**config.mk**
```make
export PLATFORM = sky130hd
export DESIGN_NAME = vwar_regs
export DESIGN_NICKNAME = d
export VERILOG_FILES = /design/src/core/vwar_pkg.sv /design/src/core/vwar_vsync_gen.sv /design/src/core/vwar_regs.sv
export SDC_FILE = /design/constraint.sdc
export NUM_CORES = 1
export LEC_CHECK = 0
export BUFFER_PORTS_ARGS = -buffer_cell sky130_fd_sc_hd__buf_2
export CAP_MARGIN = 40
export CORE_ASPECT_RATIO = 1.2
export CORE_MARGIN = 8
export CORE_UTILIZATION = 45
export DETAILED_ROUTE_END_ITERATION = 12
export GPL_ROUTABILITY_DRIVEN = 0
export PLACE_DENSITY = 0.78
export SLEW_MARGIN = 20
export SYNTH_ARGS = -nofsm -noshare
export SYNTH_HDL_FRONTEND = slang
export SYNTH_SLANG_ARGS = --single-unit
export TNS_END_PERCENT = 5
```
**constraint.sdc**
```tcl
create_clock -name clock -period 2.1 [get_ports clock]
set_clock_uncertainty 0.1 [all_clocks]
set_input_delay 0.105 -clock clock [delete_from_list [all_inputs] [get_ports clock]]
set_output_delay 0.105 -clock clock [all_outputs]
set_load 0.005 [all_outputs]
```
**src/core/vwar_pkg.sv**
```systemverilog
// constants shared by the vsync and window address register block
package vwar_pkg;

  // bus geometry: each byte register sits in one aligned 32-bit word
  localparam int          ADDR_BITS  = 8;
  localparam int          IDX_BITS   = 6;
  localparam int          DATA_BITS  = 32;

  // register indices; byte address is four times the index
  localparam logic [5:0]  IDX_MAIN_CONFIG   = 6'h10;
  localparam logic [5:0]  IDX_VFP           = 6'h1E;
  localparam logic [5:0]  IDX_VPW           = 6'h1F;
  localparam logic [5:0]  IDX_MAIN_ADDR_0   = 6'h20;
  localparam logic [5:0]  IDX_MAIN_ADDR_1   = 6'h21;
  localparam logic [5:0]  IDX_MAIN_ADDR_2   = 6'h22;
  localparam logic [5:0]  IDX_MAIN_ADDR_3   = 6'h23;
  localparam logic [5:0]  IDX_MAIN_WIDTH_LO = 6'h24;
  localparam logic [5:0]  IDX_MAIN_WIDTH_HI = 6'h25;
  localparam logic [5:0]  IDX_MAIN_X_LO     = 6'h26;
  localparam logic [5:0]  IDX_MAIN_X_HI     = 6'h27;
  localparam logic [5:0]  IDX_MAIN_Y_LO     = 6'h28;
  localparam logic [5:0]  IDX_MAIN_Y_HI     = 6'h29;
  localparam logic [5:0]  IDX_INSET_X_LO    = 6'h2A;
  localparam logic [5:0]  IDX_INSET_X_HI    = 6'h2B;
  localparam logic [5:0]  IDX_INSET_Y_LO    = 6'h2C;
  localparam logic [5:0]  IDX_INSET_Y_HI    = 6'h2D;
  localparam logic [5:0]  IDX_INSET_ADDR_0  = 6'h2E;
  localparam logic [5:0]  IDX_INSET_ADDR_1  = 6'h2F;
  localparam logic [5:0]  IDX_INSET_ADDR_2  = 6'h30;
  localparam logic [5:0]  IDX_INSET_ADDR_3  = 6'h31;

  // staging bytes cover every index from the main address to the inset one
  localparam logic [5:0]  STAGE_BASE  = IDX_MAIN_ADDR_0;
  localparam int          STAGE_DEPTH = 18;

  // field layout
  localparam int          VPW_BITS      = 6;
  localparam int          COORD_BITS    = 13;
  localparam int          HI_BITS       = 5;
  localparam int          ALIGN_BITS    = 2;
  localparam int          INSET_SEL_BIT = 4;
  localparam int          INSET_COUNT   = 2;

  // reset values
  localparam logic [7:0]  VFP_RESET  = 8'h0B;
  localparam logic [5:0]  VPW_RESET  = 6'h00;
  localparam logic [31:0] ADDR_RESET = 32'h0000_0000;
  localparam logic [12:0] COORD_RESET = 13'h0000;

  // bus responses
  localparam logic [1:0]  RESP_OKAY   = 2'h0;
  localparam logic [1:0]  RESP_SLVERR = 2'h2;

  // vertical sync sequencer states
  typedef enum logic [1:0] {
    VS_IDLE,
    VS_PORCH,
    VS_PULSE
  } vwar_vs_state_type;

endpackage : vwar_pkg

```
**src/core/vwar_vsync_gen.sv**
```systemverilog
// vertical sync sequencer: front porch then pulse, counted in lines
`timescale 1ns/1ps
module vwar_vsync_gen (
  input  wire logic       clock,        // system clock
  input  wire logic       nrst,         // async reset, active low
  input  wire logic       line_tick,    // one pulse per line end
  input  wire logic       display_end,  // pulse after last active line
  input  wire logic [7:0] front_porch,  // porch value, lines minus one
  input  wire logic [5:0] pulse_width,  // pulse value, lines minus one
  output logic            vsync         // sync level, active high
);
  import vwar_pkg::*;

  vwar_vs_state_type state_reg;
  logic [7:0]        line_cnt_reg;

  ////////////////////////////////////////////////////////////////////////////
  // state, line counter and sync output
  always_ff @(posedge clock or negedge nrst) begin
    if (!nrst) begin
      state_reg    <= VS_IDLE;
      line_cnt_reg <= 8'h00;
      vsync        <= 1'b0;
    end else if (display_end) begin
      state_reg    <= VS_PORCH;    // restart on every frame end
      line_cnt_reg <= 8'h00;
      vsync        <= 1'b0;
    end else if (line_tick) begin
      case (state_reg)
        VS_PORCH: begin
          if (line_cnt_reg == front_porch) begin
            state_reg    <= VS_PULSE;
            line_cnt_reg <= 8'h00;
            vsync        <= 1'b1;
          end else begin
            line_cnt_reg <= line_cnt_reg + 8'h01;
          end
        end
        VS_PULSE: begin
          if (line_cnt_reg == {2'b00, pulse_width}) begin
            state_reg    <= VS_IDLE;
            line_cnt_reg <= 8'h00;
            vsync        <= 1'b0;
          end else begin
            line_cnt_reg <= line_cnt_reg + 8'h01;
          end
        end
        VS_IDLE: begin
          line_cnt_reg <= 8'h00;
        end
        default: begin
          state_reg    <= VS_IDLE;
          line_cnt_reg <= 8'h00;
          vsync        <= 1'b0;
        end
      endcase
    end
  end

endmodule : vwar_vsync_gen

```
**src/core/vwar_regs.sv**
```systemverilog
// vsync and window address registers with axi4-lite slave
//
// Local design decision: the AXI4-Lite register port.
`timescale 1ns/1ps
module vwar_regs (
  input  wire logic        clock,               // system clock, 10 MHz
  input  wire logic        nrst,                // async reset, active low
  // axi4-lite slave
  input  wire logic [vwar_pkg::ADDR_BITS-1:0] s_axi_awaddr,  // write addr
  input  wire logic        s_axi_awvalid,       // write addr valid
  output logic             s_axi_awready,       // write addr ready
  input  wire logic [31:0] s_axi_wdata,         // write data
  input  wire logic [3:0]  s_axi_wstrb,         // write byte strobes
  input  wire logic        s_axi_wvalid,        // write data valid
  output logic             s_axi_wready,        // write data ready
  output logic [1:0]       s_axi_bresp,         // write response
  output logic             s_axi_bvalid,        // write response valid
  input  wire logic        s_axi_bready,        // write response ready
  input  wire logic [vwar_pkg::ADDR_BITS-1:0] s_axi_araddr,  // read addr
  input  wire logic        s_axi_arvalid,       // read addr valid
  output logic             s_axi_arready,       // read addr ready
  output logic [31:0]      s_axi_rdata,         // read data
  output logic [1:0]       s_axi_rresp,         // read response
  output logic             s_axi_rvalid,        // read data valid
  input  wire logic        s_axi_rready,        // read data ready
  // panel timing
  input  wire logic        line_tick,           // one pulse per line end
  input  wire logic        display_end,         // pulse after active area
  output logic             vsync,               // vertical sync, high
  // working values for the fetch logic
  output logic [31:0]      main_start_address,  // main image address
  output logic [12:0]      main_image_width,    // main image width
  output logic [12:0]      main_window_left_x,  // main window x
  output logic [12:0]      main_window_top_y,   // main window y
  output logic             inset_select,        // window being configured
  output logic [12:0]      inset1_left_x,       // inset window 1 x
  output logic [12:0]      inset1_top_y,        // inset window 1 y
  output logic [31:0]      inset1_start_address,// inset window 1 address
  output logic [12:0]      inset2_left_x,       // inset window 2 x
  output logic [12:0]      inset2_top_y,        // inset window 2 y
  output logic [31:0]      inset2_start_address // inset window 2 address
);
  import vwar_pkg::*;

  ////////////////////////////////////////////////////////////////////////////
  // storage

  logic [ADDR_BITS-1:0] aw_addr_reg;
  logic [7:0]           w_byte_reg;
  logic                 w_lane0_reg;
  logic [7:0]           vfp_reg;
  logic [VPW_BITS-1:0]  vpw_reg;
  logic [7:0]           stage_reg [STAGE_DEPTH];
  logic [12:0]          inset_x_reg [INSET_COUNT];
  logic [12:0]          inset_y_reg [INSET_COUNT];
  logic [31:0]          inset_addr_reg [INSET_COUNT];

  logic                 wr_fire;
  logic                 wr_en;
  logic [IDX_BITS-1:0]  wr_idx;
  logic [7:0]           wr_byte;
  logic [IDX_BITS-1:0]  rd_idx;
  logic [7:0]           rd_byte;
  logic                 rd_hit;

  ////////////////////////////////////////////////////////////////////////////
  // helpers

  // true for every index that holds a register
  function automatic logic is_mapped(input logic [IDX_BITS-1:0] idx);
    is_mapped = (idx == IDX_MAIN_CONFIG) || (idx == IDX_VFP) ||
                (idx == IDX_VPW) ||
                ((idx >= IDX_MAIN_ADDR_0) && (idx <= IDX_INSET_ADDR_3));
  endfunction : is_mapped

  // staged byte belonging to a register index
  function automatic logic [7:0] staged(input logic [IDX_BITS-1:0] idx);
    logic [IDX_BITS-1:0] pos;
    pos    = idx - STAGE_BASE;
    staged = stage_reg[pos[4:0]];
  endfunction : staged

  // staged byte with its alignment bits cleared
  function automatic logic [7:0] aligned(input logic [IDX_BITS-1:0] idx);
    aligned                 = staged(idx);
    aligned[ALIGN_BITS-1:0] = '0;
  endfunction : aligned

  ////////////////////////////////////////////////////////////////////////////
  // write channels: address and data taken in either order

  // write happens once both halves are held and no response is pending
  assign wr_fire = !s_axi_awready && !s_axi_wready && !s_axi_bvalid;
  assign wr_idx  = aw_addr_reg[ADDR_BITS-1:2];
  assign wr_byte = w_byte_reg;
  assign wr_en   = wr_fire && w_lane0_reg;  // only lane 0 carries a byte

  // write address channel
  always_ff @(posedge clock or negedge nrst) begin
    if (!nrst) begin
      s_axi_awready <= 1'b1;
      aw_addr_reg   <= '0;
    end else if (s_axi_awvalid && s_axi_awready) begin
      s_axi_awready <= 1'b0;
      aw_addr_reg   <= s_axi_awaddr;
    end else if (s_axi_bvalid && s_axi_bready) begin
      s_axi_awready <= 1'b1;
    end
  end

  // write data channel
  always_ff @(posedge clock or negedge nrst) begin
    if (!nrst) begin
      s_axi_wready <= 1'b1;
      w_byte_reg   <= 8'h00;
      w_lane0_reg  <= 1'b0;
    end else if (s_axi_wvalid && s_axi_wready) begin
      s_axi_wready <= 1'b0;
      w_byte_reg   <= s_axi_wdata[7:0];
      w_lane0_reg  <= s_axi_wstrb[0];
    end else if (s_axi_bvalid && s_axi_bready) begin
      s_axi_wready <= 1'b1;
    end
  end

  // write response, error for an unmapped index
  always_ff @(posedge clock or negedge nrst) begin
    if (!nrst) begin
      s_axi_bvalid <= 1'b0;
      s_axi_bresp  <= RESP_OKAY;
    end else if (wr_fire) begin
      s_axi_bvalid <= 1'b1;
      s_axi_bresp  <= is_mapped(wr_idx) ? RESP_OKAY : RESP_SLVERR;
    end else if (s_axi_bready) begin
      s_axi_bvalid <= 1'b0;
    end
  end

  ////////////////////////////////////////////////////////////////////////////
  // single-byte registers, applied at once

  // vertical front porch
  always_ff @(posedge clock or negedge nrst) begin
    if (!nrst) begin
      vfp_reg <= VFP_RESET;
    end else if (wr_en && (wr_idx == IDX_VFP)) begin
      vfp_reg <= wr_byte;
    end
  end

  // vertical pulse width, upper two bits dropped
  always_ff @(posedge clock or negedge nrst) begin
    if (!nrst) begin
      vpw_reg <= VPW_RESET;
    end else if (wr_en && (wr_idx == IDX_VPW)) begin
      vpw_reg <= wr_byte[VPW_BITS-1:0];
    end
  end

  // inset window select, all other bits ignored
  always_ff @(posedge clock or negedge nrst) begin
    if (!nrst) begin
      inset_select <= 1'b0;
    end else if (wr_en && (wr_idx == IDX_MAIN_CONFIG)) begin
      inset_select <= wr_byte[INSET_SEL_BIT];
    end
  end

  ////////////////////////////////////////////////////////////////////////////
  // staging bytes for multi-byte values

  // every byte lands here; only the highest byte moves the value on
  always_ff @(posedge clock or negedge nrst) begin
    if (!nrst) begin
      for (int i = 0; i < STAGE_DEPTH; i++) begin
        stage_reg[i] <= 8'h00;
      end
    end else if (wr_en && (wr_idx >= IDX_MAIN_ADDR_0) &&
                 (wr_idx <= IDX_INSET_ADDR_3)) begin
      stage_reg[5'(wr_idx - STAGE_BASE)] <= wr_byte;
    end
  end

  ////////////////////////////////////////////////////////////////////////////
  // main image working registers

  // start address, committed on the top byte, alignment bits forced low
  always_ff @(posedge clock or negedge nrst) begin
    if (!nrst) begin
      main_start_address <= ADDR_RESET;
    end else if (wr_en && (wr_idx == IDX_MAIN_ADDR_3)) begin
      main_start_address <= {wr_byte, staged(IDX_MAIN_ADDR_2),
                             staged(IDX_MAIN_ADDR_1),
                             aligned(IDX_MAIN_ADDR_0)};
    end
  end

  // image width, 13 bits, unused upper bits dropped
  always_ff @(posedge clock or negedge nrst) begin
    if (!nrst) begin
      main_image_width <= COORD_RESET;
    end else if (wr_en && (wr_idx == IDX_MAIN_WIDTH_HI)) begin
      main_image_width <= {wr_byte[HI_BITS-1:0],
                           aligned(IDX_MAIN_WIDTH_LO)};
    end
  end

  // window left x, kept aligned
  always_ff @(posedge clock or negedge nrst) begin
    if (!nrst) begin
      main_window_left_x <= COORD_RESET;
    end else if (wr_en && (wr_idx == IDX_MAIN_X_HI)) begin
      main_window_left_x <= {wr_byte[HI_BITS-1:0],
                             aligned(IDX_MAIN_X_LO)};
    end
  end

  // window top y, any value, no alignment
  always_ff @(posedge clock or negedge nrst) begin
    if (!nrst) begin
      main_window_top_y <= COORD_RESET;
    end else if (wr_en && (wr_idx == IDX_MAIN_Y_HI)) begin
      main_window_top_y <= {wr_byte[HI_BITS-1:0],
                            staged(IDX_MAIN_Y_LO)};
    end
  end

  ////////////////////////////////////////////////////////////////////////////
  // inset window working registers, one set per window

  // left x of the selected window
  always_ff @(posedge clock or negedge nrst) begin
    if (!nrst) begin
      for (int i = 0; i < INSET_COUNT; i++) begin
        inset_x_reg[i] <= COORD_RESET;
      end
    end else if (wr_en && (wr_idx == IDX_INSET_X_HI)) begin
      inset_x_reg[inset_select] <= {wr_byte[HI_BITS-1:0],
                                    aligned(IDX_INSET_X_LO)};
    end
  end

  // top y of the selected window, host keeps it inside the display
  always_ff @(posedge clock or negedge nrst) begin
    if (!nrst) begin
      for (int i = 0; i < INSET_COUNT; i++) begin
        inset_y_reg[i] <= COORD_RESET;
      end
    end else if (wr_en && (wr_idx == IDX_INSET_Y_HI)) begin
      inset_y_reg[inset_select] <= {wr_byte[HI_BITS-1:0],
                                    staged(IDX_INSET_Y_LO)};
    end
  end

  // image start address of the selected window
  always_ff @(posedge clock or negedge nrst) begin
    if (!nrst) begin
      for (int i = 0; i < INSET_COUNT; i++) begin
        inset_addr_reg[i] <= ADDR_RESET;
      end
    end else if (wr_en && (wr_idx == IDX_INSET_ADDR_3)) begin
      inset_addr_reg[inset_select] <= {wr_byte,
                                       staged(IDX_INSET_ADDR_2),
                                       staged(IDX_INSET_ADDR_1),
                                       aligned(IDX_INSET_ADDR_0)};
    end
  end

  // inset values leave straight from their flip-flops
  assign inset1_left_x        = inset_x_reg[0];
  assign inset1_top_y         = inset_y_reg[0];
  assign inset1_start_address = inset_addr_reg[0];
  assign inset2_left_x        = inset_x_reg[1];
  assign inset2_top_y         = inset_y_reg[1];
  assign inset2_start_address = inset_addr_reg[1];

  ////////////////////////////////////////////////////////////////////////////
  // read path: committed values, inset bytes from the selected window

  assign rd_idx = s_axi_araddr[ADDR_BITS-1:2];
  assign rd_hit = is_mapped(rd_idx);

  // byte for a read index, unused bits zero
  always_comb begin
    rd_byte = 8'h00;
    case (rd_idx)
      IDX_MAIN_CONFIG:   rd_byte[INSET_SEL_BIT] = inset_select;
      IDX_VFP:           rd_byte = vfp_reg;
      IDX_VPW:           rd_byte = {2'b00, vpw_reg};
      IDX_MAIN_ADDR_0:   rd_byte = main_start_address[7:0];
      IDX_MAIN_ADDR_1:   rd_byte = main_start_address[15:8];
      IDX_MAIN_ADDR_2:   rd_byte = main_start_address[23:16];
      IDX_MAIN_ADDR_3:   rd_byte = main_start_address[31:24];
      IDX_MAIN_WIDTH_LO: rd_byte = main_image_width[7:0];
      IDX_MAIN_WIDTH_HI: rd_byte = {3'b000, main_image_width[12:8]};
      IDX_MAIN_X_LO:     rd_byte = main_window_left_x[7:0];
      IDX_MAIN_X_HI:     rd_byte = {3'b000, main_window_left_x[12:8]};
      IDX_MAIN_Y_LO:     rd_byte = main_window_top_y[7:0];
      IDX_MAIN_Y_HI:     rd_byte = {3'b000, main_window_top_y[12:8]};
      IDX_INSET_X_LO:    rd_byte = inset_x_reg[inset_select][7:0];
      IDX_INSET_X_HI:    rd_byte = {3'b000,
                                    inset_x_reg[inset_select][12:8]};
      IDX_INSET_Y_LO:    rd_byte = inset_y_reg[inset_select][7:0];
      IDX_INSET_Y_HI:    rd_byte = {3'b000,
                                    inset_y_reg[inset_select][12:8]};
      IDX_INSET_ADDR_0:  rd_byte = inset_addr_reg[inset_select][7:0];
      IDX_INSET_ADDR_1:  rd_byte = inset_addr_reg[inset_select][15:8];
      IDX_INSET_ADDR_2:  rd_byte = inset_addr_reg[inset_select][23:16];
      IDX_INSET_ADDR_3:  rd_byte = inset_addr_reg[inset_select][31:24];
      default:           rd_byte = 8'h00;
    endcase
  end

  // read address and data channels
  always_ff @(posedge clock or negedge nrst) begin
    if (!nrst) begin
      s_axi_arready <= 1'b1;
      s_axi_rvalid  <= 1'b0;
      s_axi_rdata   <= 32'h0000_0000;
      s_axi_rresp   <= RESP_OKAY;
    end else if (s_axi_arvalid && s_axi_arready) begin
      s_axi_arready <= 1'b0;
      s_axi_rvalid  <= 1'b1;
      s_axi_rdata   <= {24'h00_0000, rd_byte};
      s_axi_rresp   <= rd_hit ? RESP_OKAY : RESP_SLVERR;
    end else if (s_axi_rvalid && s_axi_rready) begin
      s_axi_arready <= 1'b1;
      s_axi_rvalid  <= 1'b0;
    end
  end

  ////////////////////////////////////////////////////////////////////////////
  // vertical sync sequencer driven by the live timing values

  vwar_vsync_gen u_vsync_gen (
    .clock       (clock),
    .nrst        (nrst),
    .line_tick   (line_tick),
    .display_end (display_end),
    .front_porch (vfp_reg),
    .pulse_width (vpw_reg),
    .vsync       (vsync)
  );

endmodule : vwar_regs

```
Word-level counts from Yosys, hierarchy flattened:

Index checks and enable logic that the tools add are counted.

* input bits: 61
* bits in registers: 385

* equal/unequal tests: 38
* add/sub/neg operators: 2
* muxes and demuxes: 48
* bitwise gates (word level): 2
* magnitude comparators: 8
* reductions and logical operators: 40

Operators by type and width (number)
* 6-bit equality test (second input constant): 25
* 144-bit bitwise mux: 1
* 32-bit two-way mux: 4
* 13-bit two-way mux: 7
* 4-bit case mux with 20 select lines: 1
* 64-bit bitwise mux: 1
* 26-bit bitwise mux: 2
* 3-bit case mux with 15 select lines: 1
* 8-bit demux with 5-bit select: 1
* 8-bit two-way mux: 5
* 6-bit by 5-bit equality test with 1-bit output (second input constant): 6
* 32-bit demux with 1-bit select: 1
* 1-bit logical AND: 24
* 1-bit case mux with 21 select lines: 1
* 6-bit greater-or-equal comparator (second input constant): 3
* 8-bit case mux with 2 select lines: 1
* 13-bit demux with 1-bit select: 1
* 1-bit two-way mux: 13
* 6-bit less-or-equal comparator (second input constant): 2
* 2-bit two-way mux: 6
* 2-bit nonzero test: 5
* 8-bit by 1-bit adder with 8-bit output (second input constant): 1
* 8-bit by 6-bit equality test with 1-bit output: 1
* 8-bit equality test: 1
* other kinds (16): 24

Longest topological paths before layout:

Gate-level depths: netlist of run 1.

* word-level depth: 7
* depth in mapped cells: 9
* depth with buffers taken out: 8

Cells and area by module:

A second synthesis of run 1 with hierarchy kept.

* cell total of the unflattened synthesis: 1056
* area, all modules: 14068.5 µm²

Modules (own cells, without submodules)
* vwar_regs: cells an instance 971, area each 13208.9 µm², instances 1
* vwar_vsync_gen: cells an instance 85, area each 859.6 µm², instances 1

Least setup slack after synthesis of run 1:

No wires, ideal clock.

* path kind: register -> register
* start: reg s_axi_awready
* end: reg inset_y_reg, in the netlist inset1_top_y[10]
* stages on the path, launching flop included: 8
* clock period less this slack: 2.084 ns
* data arrival time: 1.860 ns
* slack: 0.016 ns
* setup time: 0.125 ns
* required time: 1.875 ns
* cell sequence: dfstp_2 > nor3_2 > nand4_4 > nor2_2 > nand2_1 > nor2_2 > buf_4 > mux2_2

* cells in the longest elaborated chain, start to end: 5

Ends and longest elaborated chain
* start: declaration: RTL line vwar_regs.sv:11 `output logic s_axi_awready,`
* start signal: assignment: RTL line vwar_regs.sv:101 `s_axi_awready <= 1'b1;`
* start signal: assignment: RTL line vwar_regs.sv:104 `s_axi_awready <= 1'b0;`
* start signal: assignment: RTL line vwar_regs.sv:107 `s_axi_awready <= 1'b1;`
* 1-bit zero test: RTL line vwar_regs.sv:93 `assign wr_fire = !s_axi_awready && !s_axi_wready && !s_axi_bvalid;`
* 1-bit logical AND (2 in series): RTL line vwar_regs.sv:93
* 1-bit logical AND: RTL line vwar_regs.sv:96 `assign wr_en = wr_fire && w_lane0_reg;`
* 1-bit logical AND: RTL line vwar_regs.sv:249 `end else if (wr_en && (wr_idx == IDX_INSET_Y_HI)) begin`
* end signal: indexed assignment: RTL line vwar_regs.sv:250 `inset_y_reg[inset_select] <= {wr_byte[HI_BITS-1:0],`
* end: declaration: RTL line vwar_regs.sv:55 `logic [12:0] inset_y_reg [INSET_COUNT];`

No other way between the ends.
A chain may end at the register's enable or synchronous reset.

Final worst setup path of run 1:

* start: reg inset_select
* end: reg s_axi_rdata[6]

* cells in the longest elaborated chain, start to end: 5
* elaborated cells on any way between the ends: 11
* classes of those cells: mux: 10; bitwise: 1

Ends and longest elaborated chain
* start: declaration: RTL line vwar_regs.sv:35 `output logic inset_select,`
* start signal: assignment: RTL line vwar_regs.sv:165 `inset_select <= wr_byte[INSET_SEL_BIT];`
* 1-bit NOT with 2-bit output (implied by the code) *
* 32-bit two-way mux (implied by the code) (tied with other cells) (3 in series): RTL line vwar_regs.sv:309 `IDX_INSET_ADDR_3: rd_byte = inset_addr_reg[inset_select][31:24];`
* 3-bit case mux with 15 select lines *: RTL line vwar_regs.sv:286 `case (rd_idx)`
* end signal: assignment: RTL line vwar_regs.sv:324 `s_axi_rdata <= {24'h00_0000, rd_byte};`
* end: declaration: RTL line vwar_regs.sv:22 `output logic [31:0] s_axi_rdata,`

Every way passes the cells marked *; elsewhere a longest branch is shown, timed or not. The select of a mux whose other input is x is not followed.

==> metrics.md, run 1 <==
| Metric | Value |
|---|---|
| Hold WS | 0.0660 ns |
| Port bufs | 219 |
| Crit path depth | 7 |
| Synthesized flop and latch total | 306 |
| Min-Delay Path Class | in2reg |
| Via density | 5.84 |
| Post-Syn Area per Cell | approximately 13 um^2 |
| Max Root-Sink Buffers | 3 |
| Setup ws final | -0.0321 ns |
| Clk root buf | clkbuf_16 |
| 1st-iter DRT viols | 985 |
| Total CTS buffers | 28 |
| First drt pass iteration count | 6 |
| Largest delay share family, worst path | simple AND/OR/NAND/NOR gates |
| Initial antenna violation count | 1 |
| Final min period | 2.13 ns |
| GRT Residual Overflow | 0 |
| Slew @ Worst Pin | 0.907 ns |
| Crit-path slowest cell | dfrtp_2 |
| Buf/Inv on CP | 2 |
| Min-delay src | s_axi_araddr[6] |
| Status | complete, but fails checks |
| Upper clock frequency limit | 469 MHz |
| Clk slew on worst S/H paths | 0.06 ns |
| Crit-path max FO | 13 |
| Slew headroom | between 30% and 40% |
| Final setup violation count | 2 |
| Wire per inst | 25.8 um |
| Fraction of layout cells with a size suffix above 1 | 52.0% |
| Crit path DAT | 2.46 ns |
| Reg-to-Reg End | s_axi_rdata[6] |
| R2R setup slack | -0.03 ns |
| Ports | about 290 |
| Hold Path Sink | s_axi_rdata[5] |
| R2R cell count | 7 |
| Final nets | 1418 |
| Total Power | around 18 mW |
| FP Rows | 70 |
| Worst Setup End Kind | flop |
| TNS Setup | -0.0461 ns |
| Hold Fails Final Rpt | 0 |
| Failing checks | setup timing |
| Final ANT Viol Nets | 0 |
| First-pass GRT wire length | between 60000 and 70000 um |
| Post-synth EDFFs | 0 |
| CTS tree | yes |
| Hpwl dp | 33400 um |
| Critical Path Start Type | flop |
| Die ar. | 0.0366 mm^2 |
| Max FFs per register | 78 |
| TritonCTS Sinks | about 310 |
| Crit path cell chain | buf_12, buf_4, mux2_2, a22oi_1, nand2_2, nor4_2, o21ai_1 |
| Most used DFF post-synth | dfrtp_1 |
| Non-filler instance count after layout | 1771 |
| Die H | 208 um |
| CP max stage delay | 0.44 ns |
| Leakage Power | between 8 and 9 nW |
| Mapped Area | 0.0138 mm^2 |
| RR Startpoint | inset_select |
| Synth warnings | 0 |
| Ant diodes | 0 |
| Vias | slightly above 10000 |
| GRT Total Usage | about a quarter |
| VDD IR-drop max | 0.722 mV |
| WL final | around 46000 um |
| Worst skew pair latency | 0.56 ns |
| Async S/R FF share, synth | 100% |
| Pins Over Slew Limit | 0 |
| Seq/Total Area, Yosys | a little under three fifths |
| Cell variety after synth | between 60 and 70 |
| Max-cap violations | 0 |
| Pwr/cell area | 1050 mW/mm^2 |
| CP Data Required Time | 2.42 ns |
| Core area | ~0.030 mm^2 |
| Vias in the first global route | 10600 |
| Final period util | 102% |
| RSZ-0062 raised after global routing | yes |
| WHS Path Cells | 5 |
| Mapped Cells | 1024 |
| Dpl cells | between 1500 and 2000 |
| Initial Utilization | 45.5% |
| CP Class | reg2reg |
| Largest net degree at the start of global routing | 48 |
| Die W | 176 um |
| P&R area growth vs syn | 26.3% |
| Max H-tree Level | 1 |
| Drt drc | 0 |
==> worst max path at each step <==
stage | start | end | slack (ns)
floorplan | s_axi_awready | inset1_top_y[10] | 0.02
global placement | inset_select | s_axi_rdata[4] | -0.13
detailed placement | inset_select | s_axi_rdata[4] | -0.22
CTS | s_axi_awready | inset1_top_y[9] | 0.01
global route | inset_select | s_axi_rdata[2] | -0.12
finish | inset_select | s_axi_rdata[6] | -0.03
==> timing repair <==
item / 4_1_cts / 5_1_grt
endpoints found under the setup margin: 3 / 97
setup buffers: 1 / 11
cloned: 1 / 1
hold buffers: 33 / 0
resized for setup: 10 / 27
pin swaps: 1 / 7
endpoints found under the hold margin: 337 / 0
==> stage by stage <==
step	utilization (%)	setup slack, ns	instance area [um^2]
global placement	52.2	-0.134	15900
floorplan	-	0.0156	14000
finish	57.4	-0.0321	17500
detailed placement	52.3	-0.220	15900
global route	57.4	-0.116	17500
CTS	56.7	0.0109	17200
==> power breakdown <==
| part | switching (mW) | internal [mW] |
|---|---|---|
| logic | 2.39 | 2.47 |
| clock network | 2.21 | 2.77 |
| registers | 1.38 | 7.18 |
==> tightest hold or removal path: stages <==
cell      delay, ns
buf_2          0.12
buf_4          0.16
nor2_1         0.04
o21ai_0        0.15
a311oi_1       0.09
==> area by class of cell <==
cell class              instances  area [um^2]
clock buffers                  40          796
clock inverters                12          103
fillers                      2367        12900
inverters                       6         22.5
multi-input cells             659         5890
flip-flops and latches        306         7670
well taps                     396          495
repair buffers                352         2480
==> cells in the final DEF (no fill, tap or decap), types with 5 or more instances in the layout <==
master,n
mux2_2,302
dfrtp_1,299
buf_2,217
buf_4,75
nand2_1,43
conb_1,40
a22oi_1,34
dlygate4sd3_1,32
clkbuf_16,29
nor2_1,25
o21ai_0,20
buf_12,16
xnor2_1,15
mux2i_1,15
nand3_1,13
nor3_1,9
nand4_1,9
a21oi_1,9
a221oi_1,8
mux2_1,8
clkinv_2,8
clkbuf_1,7
buf_6,7
inv_1,6
dfstp_2,6
nor2b_1,5
nand2b_1,5
nor2_4,5
clkbuf_8,5
==> synthesized netlist by cell type, types with 8 or more instances <==
cell,count,area (um^2)
a21oi_1,10,50.1
a221oi_1,8,70.1
a22oi_1,38,285
buf_2,22,110
buf_4,43,323
clkbuf_1,23,86.3
dfrtp_1,300,7510
mux2_1,8,90.1
mux2_2,304,3420
mux2i_1,19,190
nand2_1,47,176
nand3_1,13,65.1
nand4_1,9,56.3
nor2_1,27,101
nor3_1,10,50.1
o21ai_0,20,100
xnor2_1,15,131
==> per-layer routing <==
layer | up-vias | global-route usage, % | share of wire [%]
met5 | - | 0 | 0.022
met3 | 154 | 4.64 | 8.1
met2 | 568 | 39.0 | 47
met4 | 2 | 15.3 | 7.5
met1 | 5288 | 29.5 | 38
li1 | 4322 | - | -
==> cell families after synthesis <==
family | share of synthesized area [%]
buf+inv | 4.03
mux | 26.8
compound gates | 5.81
fa+ha+maj | 0.362
flops | 55.5
other cells | 0.0271
simple gates | 6.43
xor+xnor | 1.08
No activity file was read; power rests on OpenSTA's default activity.
==> run 2: changes to the inputs <==
--- a/config.mk
+++ b/config.mk
@@ -15,2 +15,3 @@
 export PLACE_DENSITY = 0.78
+export RECOVER_POWER = 100
 export SLEW_MARGIN = 20
==> constraint.sdc (replaced) <==
create_clock -name clock -period 2.1 [get_ports clock]
set_clock_uncertainty 0.1 [all_clocks]
set_input_delay 0.525 -clock clock [delete_from_list [all_inputs] [get_ports clock]]
set_output_delay 0.525 -clock clock [all_outputs]
set_load 0.005 [all_outputs]
==> metrics.md, run 2 (synthesis results as in run 1) <==
| Metric | Value |
|---|---|
| DR top layer | met4 (was met5) |
| Hpwl dp | 33500 um (was 33400 um) |
| Crit-path max FO | 10 (was 13) |
| Max FFs per register | 78 (unchanged) |
| Multi-input logic area | 0.00582 mm^2 (was 0.00589 mm^2) |
| Dpl cells | 1706 (was 1672) |
| Max H-tree Level | 1 (unchanged) |
| Commonest non-fill, non-tap cell in the layout | mux2_2 (unchanged) |
| First drt pass iteration count | 6 (unchanged) |
| Max Root-Sink Buffers | 3 (unchanged) |
| Post-CTS setup buffer count | 0 (was 1) |
| 1st-iter DRT viols | 1051 (was 985) |
| FP Rows | 70 (unchanged) |
| Most frequent cells in the layout | mux2_2, dfrtp_1, clkbuf_1 (was mux2_2, dfrtp_1, buf_2) |
| Reg area | 0.00767 mm^2 (unchanged) |
| Via density | 5.76 (was 5.84) |
| Pwr/cell area | 1080 mW/mm^2 (was 1050 mW/mm^2) |
| Max-cap violations | 0 (unchanged) |
| TritonCTS Sinks | 306 (unchanged) |
| WL final | 44900 um (was 45700 um) |
| RSZ-0062 raised after global routing | yes (unchanged) |
| M1 WL | 16700 um (was 17300 um) |
| Clk slew on worst S/H paths | 0.07 ns (was 0.06 ns) |
| Met2 WL | 21700 um (was 21300 um) |
| Final nets | 1407 (was 1418) |
| GRT Total Usage | 23.9% (was 24.2%) |
| Hold WS | 0.0355 ns (was 0.0660 ns) |
| Largest net degree at the start of global routing | 59 (was 48) |
| Core area | 0.0304 mm^2 (unchanged) |
| Pins Over Slew Limit | 0 (unchanged) |
| Die W | 176 um (unchanged) |
| Vias | 10100 (was 10300) |
| Failing checks | setup timing (unchanged) |
| Worst skew pair latency | 0.55 ns (was 0.56 ns) |
| Non-filler instance count after layout | 1759 (was 1771) |
| Status | complete, but fails checks (unchanged) |
| GRT Residual Overflow | 0 (unchanged) |
| Leakage Power | 8.17 nW (was 8.97 nW) |
| Crit path DAT | 2.50 ns (was 2.46 ns) |
| Initial antenna violation count | 1 (unchanged) |
| Min-Delay Path Class | in2reg (unchanged) |
| CP Class | reg2reg (unchanged) |
| Total CTS buffers | 29 (was 28) |
| Final ANT Viol Nets | 0 (unchanged) |
| FILL cells | 2566 (was 2367) |
| Ports | 291 (unchanged) |
| Upper clock frequency limit | 460 MHz (was 469 MHz) |
| CP Data Required Time | 2.43 ns (was 2.42 ns) |
| Setup ws final | -0.0752 ns (was -0.0321 ns) |
| Slew @ Worst Pin | 0.839 ns (was 0.907 ns) |
| First-pass GRT wire length | 66500 um (was 67400 um) |
| Clk root buf | clkbuf_16 (unchanged) |
| Vias in the first global route | 10500 (was 10600) |
| Die ar. | 0.0366 mm^2 (unchanged) |
| Slew headroom | 44.1% (was 39.6%) |
| Met3 routed WL | 3660 um (was 3700 um) |
| VDD IR-drop max | 0.575 mV (was 0.722 mV) |
| P&R area growth vs syn | 21.7% (was 26.3%) |
| Worst Setup End Kind | flop (unchanged) |
| Fraction of layout cells with a size suffix above 1 | 41.6% (was 52.0%) |
| Critical Path Start Type | flop (unchanged) |
| Final period util | 104% (was 102%) |
| Initial Utilization | 45.5% (unchanged) |
| Die H | 208 um (unchanged) |
| Hold Fails Final Rpt | 0 (unchanged) |
| Wire per inst | 25.5 um (was 25.8 um) |
| Port bufs | 219 (unchanged) |
| Drt drc | 0 (unchanged) |
| CTS tree | yes (unchanged) |
| Final setup violation count | 2 (unchanged) |
| Final min period | 2.18 ns (was 2.13 ns) |
[run 2: cell count changes in the layout (fill, tap and decap cells not counted), sizes merged, moves of 3 or more]
cell         delta
clkbuf        +179
buf           -160
dlygate4sd3    -31
clkinv          -3
[run 2: per-layer routing]
| metal | vias up | GRT usage [%] |
|---|---|---|
| met1 | 5167 | 28.4 |
| met4 | 0 | 12.8 |
| li1 | 4304 | - |
| met2 | 514 | 40.2 |
| met5 | - | 0 |
| met3 | 146 | 4.86 |
[run 2: area by class of cell]
type / count / area share [%]
inverters: 6 / 0.134
multi-input cells: 659 / 34.6
repair buffers: 340 / 11.1
well taps: 396 / 2.94
flip-flops and latches: 306 / 45.6
clock buffers: 39 / 4.89
diodes: 1 / 0.0149
clock inverters: 12 / 0.773
[run 2: worst max-delay path, stage by stage, from the launching register on]
cell	delay [ns]
dfrtp_2	0.41
buf_4	0.24
mux2_2	0.39
a22oi_1	0.24
nand4_1	0.20
nor4_2	0.37
nor3_1	0.10
[run 2: stage by stage]
| step | setup TNS [ns] | cell area [um^2] | power [mW] | setup WS [ns] | utilization [%] |
|---|---|---|---|---|---|
| floorplan | -0.0226 | 14000 | 10.6 | -0.0226 | - |
| global placement | -1.90 | 16100 | 12.8 | -0.266 | 53.0 |
| detailed placement | -2.33 | 16100 | 13.1 | -0.369 | 53.1 |
| CTS | -0.0481 | 17100 | 18.3 | -0.0481 | 56.3 |
| global route | -2.77 | 16800 | 18.9 | -0.0810 | 55.4 |
| finish | -0.0871 | 16800 | 18.2 | -0.0752 | 55.4 |
[run 2: timing repair]
action	in CTS	in global routing
hold buffers	1	0
endpoints found under the hold margin	46	0
pin swaps	2	6
gates cloned	0	0
setup endpoints to repair	5	110
resized for setup	6	16
[run 2: worst paths after layout]
check                               startpoint                          end  slack, ns  cells after the start
worst max-delay path              inset_select               s_axi_rdata[3]      -0.08                      6
max in group asynchronous                 nrst  u_vsync_gen.line_cnt_reg[5]       0.21                      3
worst max register to register    inset_select               s_axi_rdata[3]      -0.08                      6
worst min-delay path             s_axi_awvalid                s_axi_awready       0.04                      2
worst min register to register  s_axi_rresp[1]               s_axi_rresp[1]       0.40                      2
min in group asynchronous                 nrst                 s_axi_bvalid       0.54                      2
[run 2: report_power, final]
group,internal [mW],switching [mW],leakage (nW)
Combinational,2.11,2.34,3.52
Clock,3.00,2.25,0.466
Sequential,7.18,1.33,4.18
==> run 3: changes to the inputs <==
Settings changed: CORE_UTILIZATION 45 to 47, CTS_CLUSTER_DIAMETER set to 200, PLACE_DENSITY 0.78 to 0.81.
Clock period 2.1 ns to 1.8 ns, I/O delays scaled along.
==> metrics.md, run 3 (synthesis results as in run 1) <==
| Metric | Value |
|---|---|
| Upper clock frequency limit | 472 MHz |
| WL final | 49600 um (was 44900 um) |
| Worst skew pair latency | 0.54 ns (was 0.55 ns) |
| Crit-path slowest cell | nor2_2 (was dfrtp_2) |
| Max Root-Sink Buffers | 3 (unchanged) |
| Critical Path Start Type | input pin (was flop) |
| Clk root buf | clkbuf_16 (unchanged) |
| Final ANT Viol Nets | 0 (unchanged) |
| Hpwl dp | 34100 um (was 33500 um) |
| Largest delay share family, worst path | simple AND/OR/NAND/NOR gates (unchanged) |
| Vias in the first global route | 11500 (was 10500) |
| Slew headroom | 37.9% (was 44.1%) |
| Pwr/cell area | 1270 mW/mm^2 (was 1080 mW/mm^2) |
| Core area | 0.0293 mm^2 (was 0.0304 mm^2) |
| Leakage Power | 9.35 nW (was 8.17 nW) |
| Total CTS buffers | 29 (unchanged) |
| Slew @ Worst Pin | 0.931 ns (was 0.839 ns) |
| GRT Residual Overflow | 0 (unchanged) |
| Crit path cell chain | buf_2, buf_4, nand4b_2, nor2_2, a222oi_1, nand3_1, a211oi_1, a311oi_1 (was buf_4, mux2_2, a22oi_1, nand4_1, nor4_2, nor3_1) |
| Dpl cells | 1730 (was 1706) |
| Buf/Inv on CP | 2 (was 1) |
| CTS tree | yes (unchanged) |
| FP Rows | 69 (was 70) |
| Pins Over Slew Limit | 0 (unchanged) |
| Initial Utilization | 47.2% (was 45.5%) |
| Final period util | 118% |
| Port bufs | 219 (unchanged) |
| Die W | 173 um (was 176 um) |
| Initial antenna violation count | 0 (was 1) |
| Clk slew on worst S/H paths | 0.06 ns (was 0.07 ns) |
| Crit-path max FO | 7 (was 10) |
| 1st-iter DRT viols | 1005 (was 1051) |
| Min-Delay Path Class | in2reg (unchanged) |
| Total Power | 23.0 mW (was 18.2 mW) |
| Setup ws final | -0.318 ns (was -0.0752 ns) |
| Hold Fails Final Rpt | 0 (unchanged) |
| Ports | 291 (unchanged) |
| Hold WS | 0.0170 ns (was 0.0355 ns) |
| Final nets | 1461 (was 1407) |
| RSZ-0062 raised after global routing | yes (unchanged) |
| First-pass GRT wire length | 72400 um (was 66500 um) |
| Ant diodes | 0 (was 1) |
| P&R area growth vs syn | 31.6% (was 21.7%) |
| TNS Setup | -48.20 ns (was -0.0871 ns) |
| Worst Setup End Kind | flop (unchanged) |
| VDD IR-drop max | 0.749 mV (was 0.575 mV) |
| Grt met2 use | 44.0% (was 40.2%) |
| Max-cap violations | 0 (unchanged) |
| FILL cells | 2071 (was 2566) |
| Failing checks | setup timing (unchanged) |
| Place WS | -0.594 ns (was -0.369 ns) |
| Status | complete, but fails checks (unchanged) |
| CP Class | in2reg (was reg2reg) |
| TritonCTS Sinks | 306 (unchanged) |
| Met1 usage | 30.7% (was 28.4%) |
| First drt pass iteration count | 5 (was 6) |
| Largest net degree at the start of global routing | 65 (was 59) |
| Crit path DAT | 2.44 ns (was 2.50 ns) |
| Vias | 10800 (was 10100) |
| Final setup violation count | 267 (was 2) |
| CP max stage delay | 0.53 ns (was 0.41 ns) |
| Final min period | 2.12 ns |
| Commonest non-fill, non-tap cell in the layout | dfrtp_1 (was mux2_2) |
| CP Data Required Time | 2.13 ns (was 2.43 ns) |
| Die ar. | 0.0352 mm^2 (was 0.0366 mm^2) |
| Max H-tree Level | 1 (unchanged) |
| Via density | 5.96 (was 5.76) |
| Fraction of layout cells with a size suffix above 1 | 57.1% (was 41.6%) |
| GRT Total Usage | 26.7% (was 23.9%) |
| Non-filler instance count after layout | 1806 (was 1759) |
| Wire per inst | 27.5 um (was 25.5 um) |
| Max FFs per register | 78 (unchanged) |
| Most frequent cells in the layout | dfrtp_1, mux2_2, buf_2 (was mux2_2, dfrtp_1, clkbuf_1) |
| Met3 Use GR | 6.62% (was 4.86%) |
| Drt drc | 0 (unchanged) |
| Die H | 204 um (was 208 um) |
| Gr busiest metal | met2 (unchanged) |
[run 3: final cells by class]
class / count / area [um^2] / area share (%)
clock buffer: 43 / 858 / 4.72
clock inverter: 8 / 115 / 0.633
inverter: 6 / 22.5 / 0.124
multi-input combinational: 659 / 6220 / 34.2
sequential: 306 / 7670 / 42.2
tap: 390 / 488 / 2.68
timing repair buffer: 394 / 2800 / 15.4
[run 3: power breakdown]
group / total [mW] / switching, mW / leakage (nW) / internal [mW]
logic: 6.79 / 3.38 / 4.69 / 3.40
clock network: 6.30 / 2.59 / 0.484 / 3.70
registers: 9.96 / 1.58 / 4.18 / 8.38
[run 3: per-layer routing]
metal,wire length (um),up-vias,part of all wire (%)
li1,-,4398,-
met1,17600,5442,36
met2,23600,695,48
met3,4650,230,9.4
met4,3720,0,7.5
met5,0,-,0
[run 3: path summary, 6_finish.rpt]
check / startpoint / end / slack [ns] / cells after the start
worst max-delay path: s_axi_araddr[5] / s_axi_rdata[5] / -0.32 / 8
worst min-delay path: s_axi_rready / s_axi_rvalid / 0.02 / 2
worst max register to register: inset_select / s_axi_rdata[4] / -0.30 / 6
worst min register to register: stage_reg[123] / main_start_address[19] / 0.40 / 1
max in group asynchronous: nrst / inset2_start_address[2] / 0.11 / 3
min in group asynchronous: nrst / main_start_address[31] / 0.43 / 2
[run 3: per-stage QoR]
step	cell area [um^2]	util, %
2_1_floorplan	14000	-
3_3_place_gp	16400	56.1
3_5_place_dp	16400	56.1
4_1_cts	17900	61.1
5_1_grt	18200	62.1
6_report	18200	62.1
[run 3: what timing repair did]
item | CTS | global route
setup buffers | 9 | 8
resized for setup | 75 | 71
setup endpoints to repair | 272 | 286
pin swaps | 13 | 17
hold buffers | 5 | 0
endpoints found under the hold margin | 71 | 0
gates cloned | 2 | 0
